## src/design/psa_pkg.sv

```systemverilog
// Package of constants for the product shift and accumulate datapath slice
// Summary of operation
// - Product subtract: accumulator minus shifted product
// - Product passes shifter before subtract
// - Store high half of shifted product
// - Store low half of shifted product
// - Store sixteen-bit immediate to memory word
// - Immediate store bypasses ALU, accumulator unchanged
// - Set shift mode from two-bit immediate
// - Mode 00 passes product unshifted
// - Mode 01 shifts left one, zero fill
// - Mode 10 shifts left four, zero fill
// - Mode 11 arithmetic right six, drop lsbs
// - Square accumulate adds shifted old product first
// - Then load operand, square into product
package psa_pkg;
  localparam int PSA_ACC_W = 32;
  localparam int PSA_DATA_W = 16;
  localparam int PSA_ADDR_W = 16;
  localparam int PSA_PM_W = 2;
  // Shift amounts of the product output shifter
  localparam int PSA_SHL_ONE = 1;
  localparam int PSA_SHL_FOUR = 4;
  localparam int PSA_SHR_SIX = 6;
  // Shift mode encodings
  localparam logic [1:0] PSA_PM_NONE = 2'h0;
  localparam logic [1:0] PSA_PM_L1 = 2'h1;
  localparam logic [1:0] PSA_PM_L4 = 2'h2;
  localparam logic [1:0] PSA_PM_R6 = 2'h3;
  localparam logic [1:0] PSA_PM_RESET = 2'h0;
  // Operation codes from the sequencer
  localparam logic [2:0] PSA_OP_NOP = 3'h0;
  localparam logic [2:0] PSA_OP_SUB = 3'h1;
  localparam logic [2:0] PSA_OP_STH = 3'h2;
  localparam logic [2:0] PSA_OP_STL = 3'h3;
  localparam logic [2:0] PSA_OP_STIMM = 3'h4;
  localparam logic [2:0] PSA_OP_SETPM = 3'h5;
  localparam logic [2:0] PSA_OP_SQUARE_ACCUMULATE_OP = 3'h6;
  // Sequencer states, one-hot
  typedef enum logic [1:0] {
    PSA_ST_IDLE = 2'b01,
    PSA_ST_READ = 2'b10
  } psa_state_e;
endpackage

```

## src/design/psa_shifter.sv

```systemverilog
// Product output shifter selected by the shift-mode field
`timescale 1ns/100ps
module psa_shifter
  import psa_pkg::*;
#(
  parameter int W = 32
) (
  // Control and data
  input wire logic [1:0] mode_i,
  input wire logic [W-1:0] prod_i,
  output logic [W-1:0] shifted_o
);
  // Select shift per mode
  always_comb begin
    case (mode_i)
      PSA_PM_NONE: shifted_o = prod_i;
      PSA_PM_L1: shifted_o = prod_i << PSA_SHL_ONE;
      PSA_PM_L4: shifted_o = prod_i << PSA_SHL_FOUR;
      PSA_PM_R6: shifted_o = $signed(prod_i) >>> PSA_SHR_SIX;
      default: shifted_o = prod_i;
    endcase
  end
endmodule

```

## src/design/psa_core.sv

```systemverilog
// Product register handling: shift, accumulate, stores and square
`timescale 1ns/100ps
module psa_core
  import psa_pkg::*;
#(
  parameter int ACC_W = PSA_ACC_W,
  parameter int DATA_W = PSA_DATA_W,
  parameter int ADDR_W = PSA_ADDR_W
) (
  // Clock and reset
  input wire logic clk_i,
  input wire logic nrst_i,
  // Sequencer command
  input wire logic op_valid_i,
  input wire logic [2:0] op_code_i,
  input wire logic [ADDR_W-1:0] op_addr_i,
  input wire logic [DATA_W-1:0] op_imm_i,
  output logic op_busy_o,
  // Accumulator and product load from the rest of the core
  input wire logic acc_load_i,
  input wire logic [ACC_W-1:0] acc_load_data_i,
  input wire logic prod_load_i,
  input wire logic [ACC_W-1:0] prod_load_data_i,
  // Data memory port
  output logic mem_we_o,
  output logic mem_re_o,
  output logic [ADDR_W-1:0] mem_addr_o,
  output logic [DATA_W-1:0] mem_wdata_o,
  input wire logic [DATA_W-1:0] mem_rdata_i,
  // Datapath state
  output logic [ACC_W-1:0] acc_o,
  output logic [ACC_W-1:0] prod_o,
  output logic [DATA_W-1:0] treg_o,
  output logic [PSA_PM_W-1:0] product_shift_mode_o
);
  // Each group of state has one next-value process and one register process
  // Accumulator group
  logic [ACC_W-1:0] acc_reg; // Running accumulator
  logic [ACC_W-1:0] acc_next; // Accumulator value for the next edge
  // Product group
  logic [ACC_W-1:0] prod_reg; // Product register, raw multiplier result
  logic [ACC_W-1:0] prod_next; // Product value for the next edge
  // Multiplier operand group
  logic [DATA_W-1:0] treg_reg; // Operand word of the last square
  logic [DATA_W-1:0] treg_next; // Operand value for the next edge
  // Shift mode group
  logic [PSA_PM_W-1:0] pm_reg; // Product shift mode field of status word one
  logic [PSA_PM_W-1:0] pm_next; // Shift mode for the next edge
  // Sequencer group
  psa_state_e state_reg; // Idle or waiting for the square operand
  psa_state_e state_next; // Sequencer state for the next edge
  logic busy_reg; // Flop behind the busy output, high in the wait state
  logic busy_next; // Busy value for the next edge
  // Memory port group
  logic we_reg; // Write strobe, one cycle per store
  logic we_next; // Write strobe for the next edge
  logic re_reg; // Read strobe, one cycle per square
  logic re_next; // Read strobe for the next edge
  logic [ADDR_W-1:0] addr_reg; // Word address, held after the access
  logic [ADDR_W-1:0] addr_next; // Address for the next edge
  logic [DATA_W-1:0] wdata_reg; // Write data, held after the access
  logic [DATA_W-1:0] wdata_next; // Write data for the next edge
  // Shifter output
  logic [ACC_W-1:0] prod_shifted; // Product as the current mode presents it
  // Signed square of the loaded word
  logic signed [2*DATA_W-1:0] square; // Full square of the read word
  // Command decode
  logic op_take; // A command is accepted on this edge
  logic do_sub; // Product subtract accepted
  logic do_sth; // Store high half accepted
  logic do_stl; // Store low half accepted
  logic do_stimm; // Immediate store accepted
  logic do_setpm; // Set shift mode accepted
  logic do_square_accumulate_op; // Square accumulate accepted
  logic do_store; // Any of the three stores accepted
  logic sq_load; // Square operand arrives on this edge
  // Immediate store data from the bit-logic path
  logic [DATA_W-1:0] parallel_bit_logic_unit_data; // Word written by the immediate store

  // Shift the product by the current mode; the raw product is never altered
  psa_shifter #(
    .W(ACC_W)
  ) psa_shifter_inst (
    .mode_i(pm_reg),
    .prod_i(prod_reg),
    .shifted_o(prod_shifted)
  );

  // Signed square of the read word; both operands sign extended to full width
  assign square = $signed(mem_rdata_i) * $signed(mem_rdata_i);

  // Decode the command; nothing is taken while the square waits for its operand
  always_comb begin
    op_take = op_valid_i && (state_reg == PSA_ST_IDLE);
    do_sub = 1'b0;
    do_sth = 1'b0;
    do_stl = 1'b0;
    do_stimm = 1'b0;
    do_setpm = 1'b0;
    do_square_accumulate_op = 1'b0;
    if (op_take) begin
      case (op_code_i)
        PSA_OP_SUB: begin
          // Product subtract
          do_sub = 1'b1;
        end
        PSA_OP_STH: begin
          // Store high half
          do_sth = 1'b1;
        end
        PSA_OP_STL: begin
          // Store low half
          do_stl = 1'b1;
        end
        PSA_OP_STIMM: begin
          // Immediate store
          do_stimm = 1'b1;
        end
        PSA_OP_SETPM: begin
          // Set shift mode
          do_setpm = 1'b1;
        end
        PSA_OP_SQUARE_ACCUMULATE_OP: begin
          // Square accumulate
          do_square_accumulate_op = 1'b1;
        end
        default: begin
          // No operation and spare codes do nothing
          do_sub = 1'b0;
        end
      endcase
    end
    do_store = do_sth || do_stl || do_stimm;
    sq_load = (state_reg == PSA_ST_READ);
  end

  // Immediate store passes through the bit-logic path, apart from the adder
  assign parallel_bit_logic_unit_data = op_imm_i;

  // Sequencer next state: one wait cycle after each square accumulate
  always_comb begin
    state_next = state_reg;
    busy_next = 1'b0;
    case (state_reg)
      PSA_ST_IDLE: begin
        // Leave idle only for a square accumulate
        if (do_square_accumulate_op) begin
          state_next = PSA_ST_READ;
          busy_next = 1'b1;
        end
      end
      PSA_ST_READ: begin
        // Operand arrives now; back to idle
        state_next = PSA_ST_IDLE;
      end
      default: begin
        // Illegal code recovers to idle
        state_next = PSA_ST_IDLE;
      end
    endcase
  end

  // Register the sequencer
  always_ff @(posedge clk_i) begin
    if (!nrst_i) begin
      state_reg <= PSA_ST_IDLE;
      busy_reg <= 1'b0;
    end else begin
      state_reg <= state_next;
      busy_reg <= busy_next;
    end
  end

  // Accumulator next value; a command beats a load from the rest of the core
  always_comb begin
    acc_next = acc_reg;
    if (acc_load_i) begin
      // Load from the rest of the core
      acc_next = acc_load_data_i;
    end
    if (do_sub) begin
      // Subtract the shifted product
      acc_next = acc_reg - prod_shifted;
    end else if (do_square_accumulate_op) begin
      // Add the shifted old product before it is replaced
      acc_next = acc_reg + prod_shifted;
    end
  end

  // Register the accumulator
  always_ff @(posedge clk_i) begin
    if (!nrst_i) begin
      acc_reg <= '0;
    end else begin
      acc_reg <= acc_next;
    end
  end

  // Product next value; the square result replaces any load in the same cycle
  always_comb begin
    prod_next = prod_reg;
    if (prod_load_i) begin
      // Load from the multiplier
      prod_next = prod_load_data_i;
    end
    if (sq_load) begin
      // Square of the operand word just read
      prod_next = ACC_W'(square);
    end
  end

  // Register the product
  always_ff @(posedge clk_i) begin
    if (!nrst_i) begin
      prod_reg <= '0;
    end else begin
      prod_reg <= prod_next;
    end
  end

  // Operand register takes the word that the square uses
  always_comb begin
    treg_next = treg_reg;
    if (sq_load) begin
      // Same word as the squarer sees
      treg_next = mem_rdata_i;
    end
  end

  // Register the operand
  always_ff @(posedge clk_i) begin
    if (!nrst_i) begin
      treg_reg <= '0;
    end else begin
      treg_reg <= treg_next;
    end
  end

  // Shift mode takes the two low immediate bits
  always_comb begin
    pm_next = pm_reg;
    if (do_setpm) begin
      // Upper immediate bits are ignored
      pm_next = op_imm_i[PSA_PM_W-1:0];
    end
  end

  // Register the shift mode
  always_ff @(posedge clk_i) begin
    if (!nrst_i) begin
      pm_reg <= PSA_PM_RESET;
    end else begin
      pm_reg <= pm_next;
    end
  end

  // Memory port next values; strobes last one cycle, address and data hold
  always_comb begin
    we_next = 1'b0;
    re_next = 1'b0;
    addr_next = addr_reg;
    wdata_next = wdata_reg;
    if (do_store || do_square_accumulate_op) begin
      // Every memory command carries its address
      addr_next = op_addr_i;
    end
    if (do_sth) begin
      // Upper half of the shifted product
      we_next = 1'b1;
      wdata_next = prod_shifted[ACC_W-1 -: DATA_W];
    end else if (do_stl) begin
      // Lower half of the shifted product
      we_next = 1'b1;
      wdata_next = prod_shifted[DATA_W-1:0];
    end else if (do_stimm) begin
      // Whole immediate word; accumulator left alone
      we_next = 1'b1;
      wdata_next = parallel_bit_logic_unit_data;
    end else if (do_square_accumulate_op) begin
      // Fetch the operand word for the square
      re_next = 1'b1;
    end
  end

  // Register the memory port
  always_ff @(posedge clk_i) begin
    if (!nrst_i) begin
      we_reg <= 1'b0;
      re_reg <= 1'b0;
      addr_reg <= '0;
      wdata_reg <= '0;
    end else begin
      we_reg <= we_next;
      re_reg <= re_next;
      addr_reg <= addr_next;
      wdata_reg <= wdata_next;
    end
  end

  // Outputs straight from flip-flops
  assign acc_o = acc_reg;
  assign prod_o = prod_reg;
  assign treg_o = treg_reg;
  assign product_shift_mode_o = pm_reg;
  // Memory strobes, address and data
  assign mem_we_o = we_reg;
  assign mem_re_o = re_reg;
  assign mem_addr_o = addr_reg;
  assign mem_wdata_o = wdata_reg;
  // Busy has its own flop so no decode sits on the output
  assign op_busy_o = busy_reg;
endmodule

```

## config.mk

```make
export PLATFORM = sky130hd
export DESIGN_NAME = psa_core
export DESIGN_NICKNAME = d
export VERILOG_FILES = /design/src/design/psa_pkg.sv /design/src/design/psa_shifter.sv /design/src/design/psa_core.sv
export SDC_FILE = /design/constraint.sdc
export NUM_CORES = 1
export LEC_CHECK = 0
export ABC_AREA = 1
export BUFFER_PORTS_ARGS = -buffer_cell sky130_fd_sc_hd__buf_2
export CAP_MARGIN = 25
export CORE_MARGIN = 2
export CORE_UTILIZATION = 30
export CTS_BUF_LIST = sky130_fd_sc_hd__clkbuf_4
export DETAILED_ROUTE_END_ITERATION = 10
export GPL_TIMING_DRIVEN = 0
export PLACE_DENSITY = 0.56
export RECOVER_POWER = 25
export SLEW_MARGIN = 5
export SYNTH_ARGS = -nofsm -noshare
export SYNTH_HDL_FRONTEND = slang
export SYNTH_SLANG_ARGS = --single-unit
```

## constraint.sdc

```tcl
create_clock -name clk_i -period 12.9 [get_ports clk_i]
set_input_delay 0.645 -clock clk_i [delete_from_list [all_inputs] [get_ports clk_i]]
set_output_delay 0.645 -clock clk_i [all_outputs]
set_load 0.05 [all_outputs]
```

==> metrics.txt, run 1 <==
run status=finished clean; die area=0.07064 mm^2; initial antenna violation count=3; CP Max Fanout=10; Static Leak=12.84 nW; drc violations=0; drt initial violations=1988; max_cap viols=0; Worst R2R Path Depth=18; Slew headroom=0.2822; skew final=72.97 ps; hold depth=3; WP data required=13500 ps; dpl ws=5487 ps; Final Wtd Congestion=1.006; CTS buffer count=17; Pins Over Slew Limit=0; most used routing layer=met2; most common cell after layout, fill and taps aside=nand2_1; Ys Warns=0; post-synthesis async set-or-reset flop share=0; Fmax=149.6 MHz; largest net degree at the start of global routing=17; grt met1 use=0.3448; Critical Path Sink Type=flip-flop; RSZ-0062 raised after global routing=no; DP Wirelength=73.65 mm; Detailed Routing Iterations Pass 1=6; GRT met2 Usage=0.3780; Worst Tran Pin Value=1077 ps; setup violation total in the final timing report=0; Die Span Y=265.8 um; Setup Buffers After CTS=0; final setup TNS=0 ps; Final Cycle Share=0.5182; post-synthesis cell count=3154; kind of critical path=in2reg; Main synth FF type=dfxtp_1; PnR worst setup slack=6215 ps; first-pass GRT wire length=128.3 mm; Synth Area in Compound Gates=0.1157; post-layout min period=6685 ps; I/O pin cnt=237; Die W=265.8 um; clock buffer depth=2; Cell variety after synth=49; Pwr Density=265.4 mW/mm^2; Worst EP arrival=7290 ps; Seq/Total Area, Yosys=0.1159; EDFF count, synth=0; H-tree Lvls=4; Sink Count=119; Peak VDD IR=0.3594 mV; hold crit path type=in2reg; vias in the first global route=20630; Final nets=3911; Hold Buf Count CTS=0; XOR/XNOR Fraction of Synth Area=0.01704; Yosys reg bits=119; post-synthesis simple-gate area fraction=0.2728; met3 Usage GRT=0.05018; remaining global-route overflow=0; Post-Syn Area=0.02056 mm^2; wire per inst=20.16 um; All-Layer GR Usage=0.2456; Root Driver=clkbuf_4; Post-DRT Antenna Nets=0; post-synthesis mux area share=0; via count=21240; Syn Nets=3662; Initial Utilization=0.3045; Post-CTS Resized=0; PortBufs=229; post-synthesis area per instance=6.519 um^2; share of layout cells above drive strength 1=0.09309; Final Routed Wirelength=86.59 mm; Worst-path clk slew=170 ps; row cnt=95; Area growth, synth to finish=12.29%; Core ar.=0.06751 mm^2; post-synthesis adder-cell area fraction=0.3219; most frequent cells in the layout=nand2_1 (788), inv_1 (700), nor2_1 (326); clock latency on the worst-skew pair=810 ps; Final Hold Violating Endpoints=0; CTS tree=built; Via density=4.944; Startpoint Class=input port; main combinational cell family by area after synthesis=adder cells
## worst max-delay path: stages
cell and delay [ps]:
clkbuf_1 540, buf_1 520, nand2_1 120, inv_1 170
fa_1 560, fa_1 910, fa_1 530, fa_1 500
fa_1 490, inv_1 60, fa_1 480, inv_1 40
ha_1 370, nand2_1 120, nor2_1 250, nand2_1 160
nor4_1 200, nand2_1 160, nand3_1 110, nand3_1 80
nand2_1 170, a21oi_1 80
## cell usage after synthesis (30+ instances only)
cell type	count	share of area
a21oi_1	155	0.038
buf_2	35	0.0085
clkbuf_1	56	0.010
dfxtp_1	119	0.12
fa_1	235	0.23
ha_1	153	0.093
inv_1	699	0.13
nand2_1	787	0.14
nand3_1	156	0.038
nand4_1	30	0.0091
nor2_1	324	0.059
o21ai_0	144	0.035
xor2_1	31	0.013
## kinds of logic after synthesis
kind of cell    count (synthesis)
fa+ha+maj                     388
buf+inv                       823
flops                         119
xor+xnor                       40
simple gates                 1367
compound gates                417
## power by group
group / switching (mW) / total (mW) / internal [mW]
registers: 0.0310 / 0.421 / 0.390
clock network: 0.219 / 0.363 / 0.144
logic: 3.49 / 5.34 / 1.86
## area by class of cell
cell class | instances | area, um^2
Buffer | 113 | 555.5
Antenna cell | 7 | 17.52
Timing Repair Buffer | 230 | 1094
Inverter | 710 | 2668
Clock buffer | 17 | 127.6
Tap cell | 873 | 1092
Multi-Input combinational cell | 2212 | 14940
Clock inverter | 15 | 206.4
Sequential cell | 119 | 2382
Fill cell | 7643 | 44430
## stage by stage
stage	power (mW)	cells	util	cell area [um^2]	hold WS (ps)
after floorplan	4.385	3154	-	20560	668.9
after global placement	5.701	4256	0.3377	22800	430.9
after detailed placement	5.727	4257	0.3378	22800	448.1
after CTS	6.124	4289	0.3427	23140	21.53
after global routing	6.959	4293	0.3418	23080	51.07
final	6.127	4296	0.3419	23090	88.50
## final timing paths
check / slack (ps) / start / endpoint
max: 6210 / mem_rdata_i[1] / prod_o[30]
min: 90 / op_addr_i[1] / mem_addr_o[1]
max reg2reg: 8650 / product_shift_mode_o[0] / acc_o[16]
min reg2reg: 470 / mem_wdata_o[14] / mem_wdata_o[14]
## per-layer routing
layer,part of all wire,vias up
met5,0.00010,-
met4,0.030,2
met3,0.091,116
met2,0.43,932
met1,0.45,10080
li1,-,10110
Power figures use the tool's default switching activity.
==> run 2: changes to the inputs <==
clock period = 6.44 ns   (was 12.9 ns; I/O delays follow)
==> run 2 against run 1 <==
Non-clock buffer count up 97. Worst setup slack got worse by 5800 ps. Sequential share of layout area fell by 0.42 points. Clock power up 100%. Critical endpoint unchanged. Cell count up 2.2%. First-iteration DRC count rose by 6.4%. Wire length up 1.0%. Largest cell class unchanged. Largest power group unchanged. Combinational power up 100%. Critical path depth up 1. Via count increased by 2.5%.
==> metrics.txt, run 2 (same netlist as run 1, synthesis figures left out) <==
Worst R2R Path Depth=16 (was 18); Critical Path Sink Type=flip-flop (unchanged); PortBufs=229 (unchanged); drt initial violations=2115 (was 1988); Initial Utilization=0.3045 (unchanged); PnR worst setup slack=369.6 ps (was 6215 ps); most frequent cells in the layout=nand2_1 (787), inv_1 (699), nor2_1 (324) (was nand2_1 (788), inv_1 (700), nor2_1 (326)); drc violations=0 (unchanged); Die Span Y=265.8 um (unchanged); Sink Count=119 (unchanged); Design Power=12.34 mW (was 6.127 mW); row cnt=95 (unchanged); kind of critical path=in2reg (unchanged); final cell count without fillers=4392 (was 4296); Pins Over Slew Limit=0 (unchanged); largest net degree at the start of global routing=17 (unchanged); Area growth, synth to finish=17.03% (was 12.29%); Post-DRT Antenna Nets=0 (unchanged); clock buffer depth=2 (unchanged); Root Driver=clkbuf_4 (unchanged); post-layout min period=6070 ps; Hold EP=treg_o[10] (was mem_addr_o[1]); Final Wtd Congestion=1.006 (unchanged); layout filler cell count=7558 (was 7643); HP Start=mem_rdata_i[10] (was op_addr_i[1]); GRT met2 Usage=0.3859 (was 0.3780); Placed Cells=4257 (unchanged); Worst-path clk slew=150 ps (was 170 ps); Static Leak=13.22 nW (was 12.84 nW); remaining global-route overflow=0 (unchanged); Worst R2R End=acc_o[14] (was acc_o[16]); worst reg2reg path startpoint=product_shift_mode_o[0] (unchanged); Detailed Routing Iterations Pass 1=8 (was 6); share of layout cells above drive strength 1=0.09024 (was 0.09309); H-tree Lvls=4 (unchanged); via count=21770 (was 21240); CTS tree=built (unchanged); first-pass GRT wire length=130.2 mm (was 128.3 mm); All-Layer GR Usage=0.2484 (was 0.2456); RSZ-0062 raised after global routing=no (unchanged); run status=finished clean (unchanged); CP Max Fanout=10 (unchanged); Final nets=4008 (was 3911); Setup crit start=mem_rdata_i[14] (was mem_rdata_i[1]); Startpoint Class=input port (unchanged); Final Routed Wirelength=87.50 mm (was 86.59 mm); I/O pin cnt=237 (unchanged); most common cell after layout, fill and taps aside=nand2_1 (unchanged); clock latency on the worst-skew pair=810 ps (about the same); met3 Usage GRT=0.04760 (was 0.05018); hold depth=3 (unchanged); skew final=69.07 ps (was 72.97 ps); worst hold slack=80.85 ps (was 88.50 ps); Die W=265.8 um (unchanged); Final Hold Violating Endpoints=0 (unchanged); Core ar.=0.06751 mm^2 (unchanged); dpl ws=-650.2 ps (was 5487 ps); Slew headroom=0.2801 (was 0.2822); grt met1 use=0.3460 (was 0.3448); initial antenna violation count=4 (was 3); Final Cell Area=0.02406 mm^2 (was 0.02309 mm^2); Pwr Density=512.9 mW/mm^2 (was 265.4 mW/mm^2); Final Cycle Share=0.9426; Worst EP arrival=6690 ps (was 7290 ps); WP data required=7060 ps (was 13500 ps); setup violation total in the final timing report=0 (unchanged); hold crit path type=in2reg (unchanged); Worst Tran Pin Value=1080 ps (was 1077 ps); placed inst area=0.02280 mm^2 (unchanged); Via density=4.957 (was 4.944); max_cap viols=0 (unchanged); DP Wirelength=73.65 mm (unchanged); wire per inst=19.92 um (was 20.16 um); R2R Setup Slk=1960 ps (was 8650 ps); Fmax=164.7 MHz; die area=0.07064 mm^2 (unchanged); vias in the first global route=21120 (was 20630); CTS buffer count=17 (unchanged); Peak VDD IR=0.7158 mV (was 0.3594 mV); most used routing layer=met2 (unchanged)
[run 2: cell count changes in the layout (fill, tap and decap cells not counted), moves of 2 or more]
cell           previous run  this run
clkbuf_2                  1         7
clkbuf_1                101       109
nor2_1                  326       324
dlygate4sd3_1             0        96
buf_2                   219       206
[run 2: per-layer routing]
layer,vias up,part of all wire
li1,10320,-
met1,10380,0.45
met2,929,0.43
met3,143,0.086
met4,4,0.034
met5,-,0.00024
[run 2: cell type report]
type	instances	area, um^2	area share
diodes	6	15.01	0.0006240
plain buffers	113	563.0	0.02340
clock buffers	17	127.6	0.005304
clock inverters	15	206.4	0.008580
inverters	710	2668	0.1109
multi-input cells	2212	14960	0.6217
flip-flops and latches	119	2382	0.09901
well taps	873	1092	0.04540
repair buffers	327	2049	0.08518
[run 2: how the worst max path moves through the flow]
| stage | depth (start not counted) | endpoint |
|---|---|---|
| 3_3_place_gp | 22 | prod_o[30] |
| 5_1_grt | 23 | prod_o[30] |
| 6_report | 23 | prod_o[30] |
| 3_5_place_dp | 22 | prod_o[30] |
| 4_1_cts | 22 | prod_o[30] |
| 2_1_floorplan | 24 | prod_o[31] |
[run 2: where the power goes]
part	switching, mW	total, mW	internal, mW	leakage [nW]
registers	0.0629	0.844	0.781	0.978
logic	7.00	10.8	3.76	12.1
clock network	0.440	0.728	0.288	0.178
[run 2: timing repair]
action | CTS | global route
resized for setup | 0 | 12
buffers inserted | 0 | 0
hold buffers | 96 | 0
setup endpoints to repair | 0 | 6
hold endpoints to repair | 89 | 0
[run 2: stage by stage]
stage,util,TNS (ps)
2_1_floorplan,-,0
3_3_place_gp,0.3377,-4920
4_1_cts,0.3570,0
3_5_place_dp,0.3378,-5087
6_report,0.3564,0
5_1_grt,0.3563,0
[run 2: critical path: stages]
cell      delay, ps
buf_2           120
clkbuf_1        550
clkbuf_1        560
nand2_1         230
fa_1            560
inv_1            60
fa_1            480
fa_1            580
fa_1            430
fa_1            490
inv_1            60
fa_1            480
inv_1            40
ha_1            370
nand2_1         120
nor2_1          250
nand2_1         160
nor4_1          200
nand2_1         160
nand3_1         110
nand3_1          80
nand2_1         170
a21oi_1          80
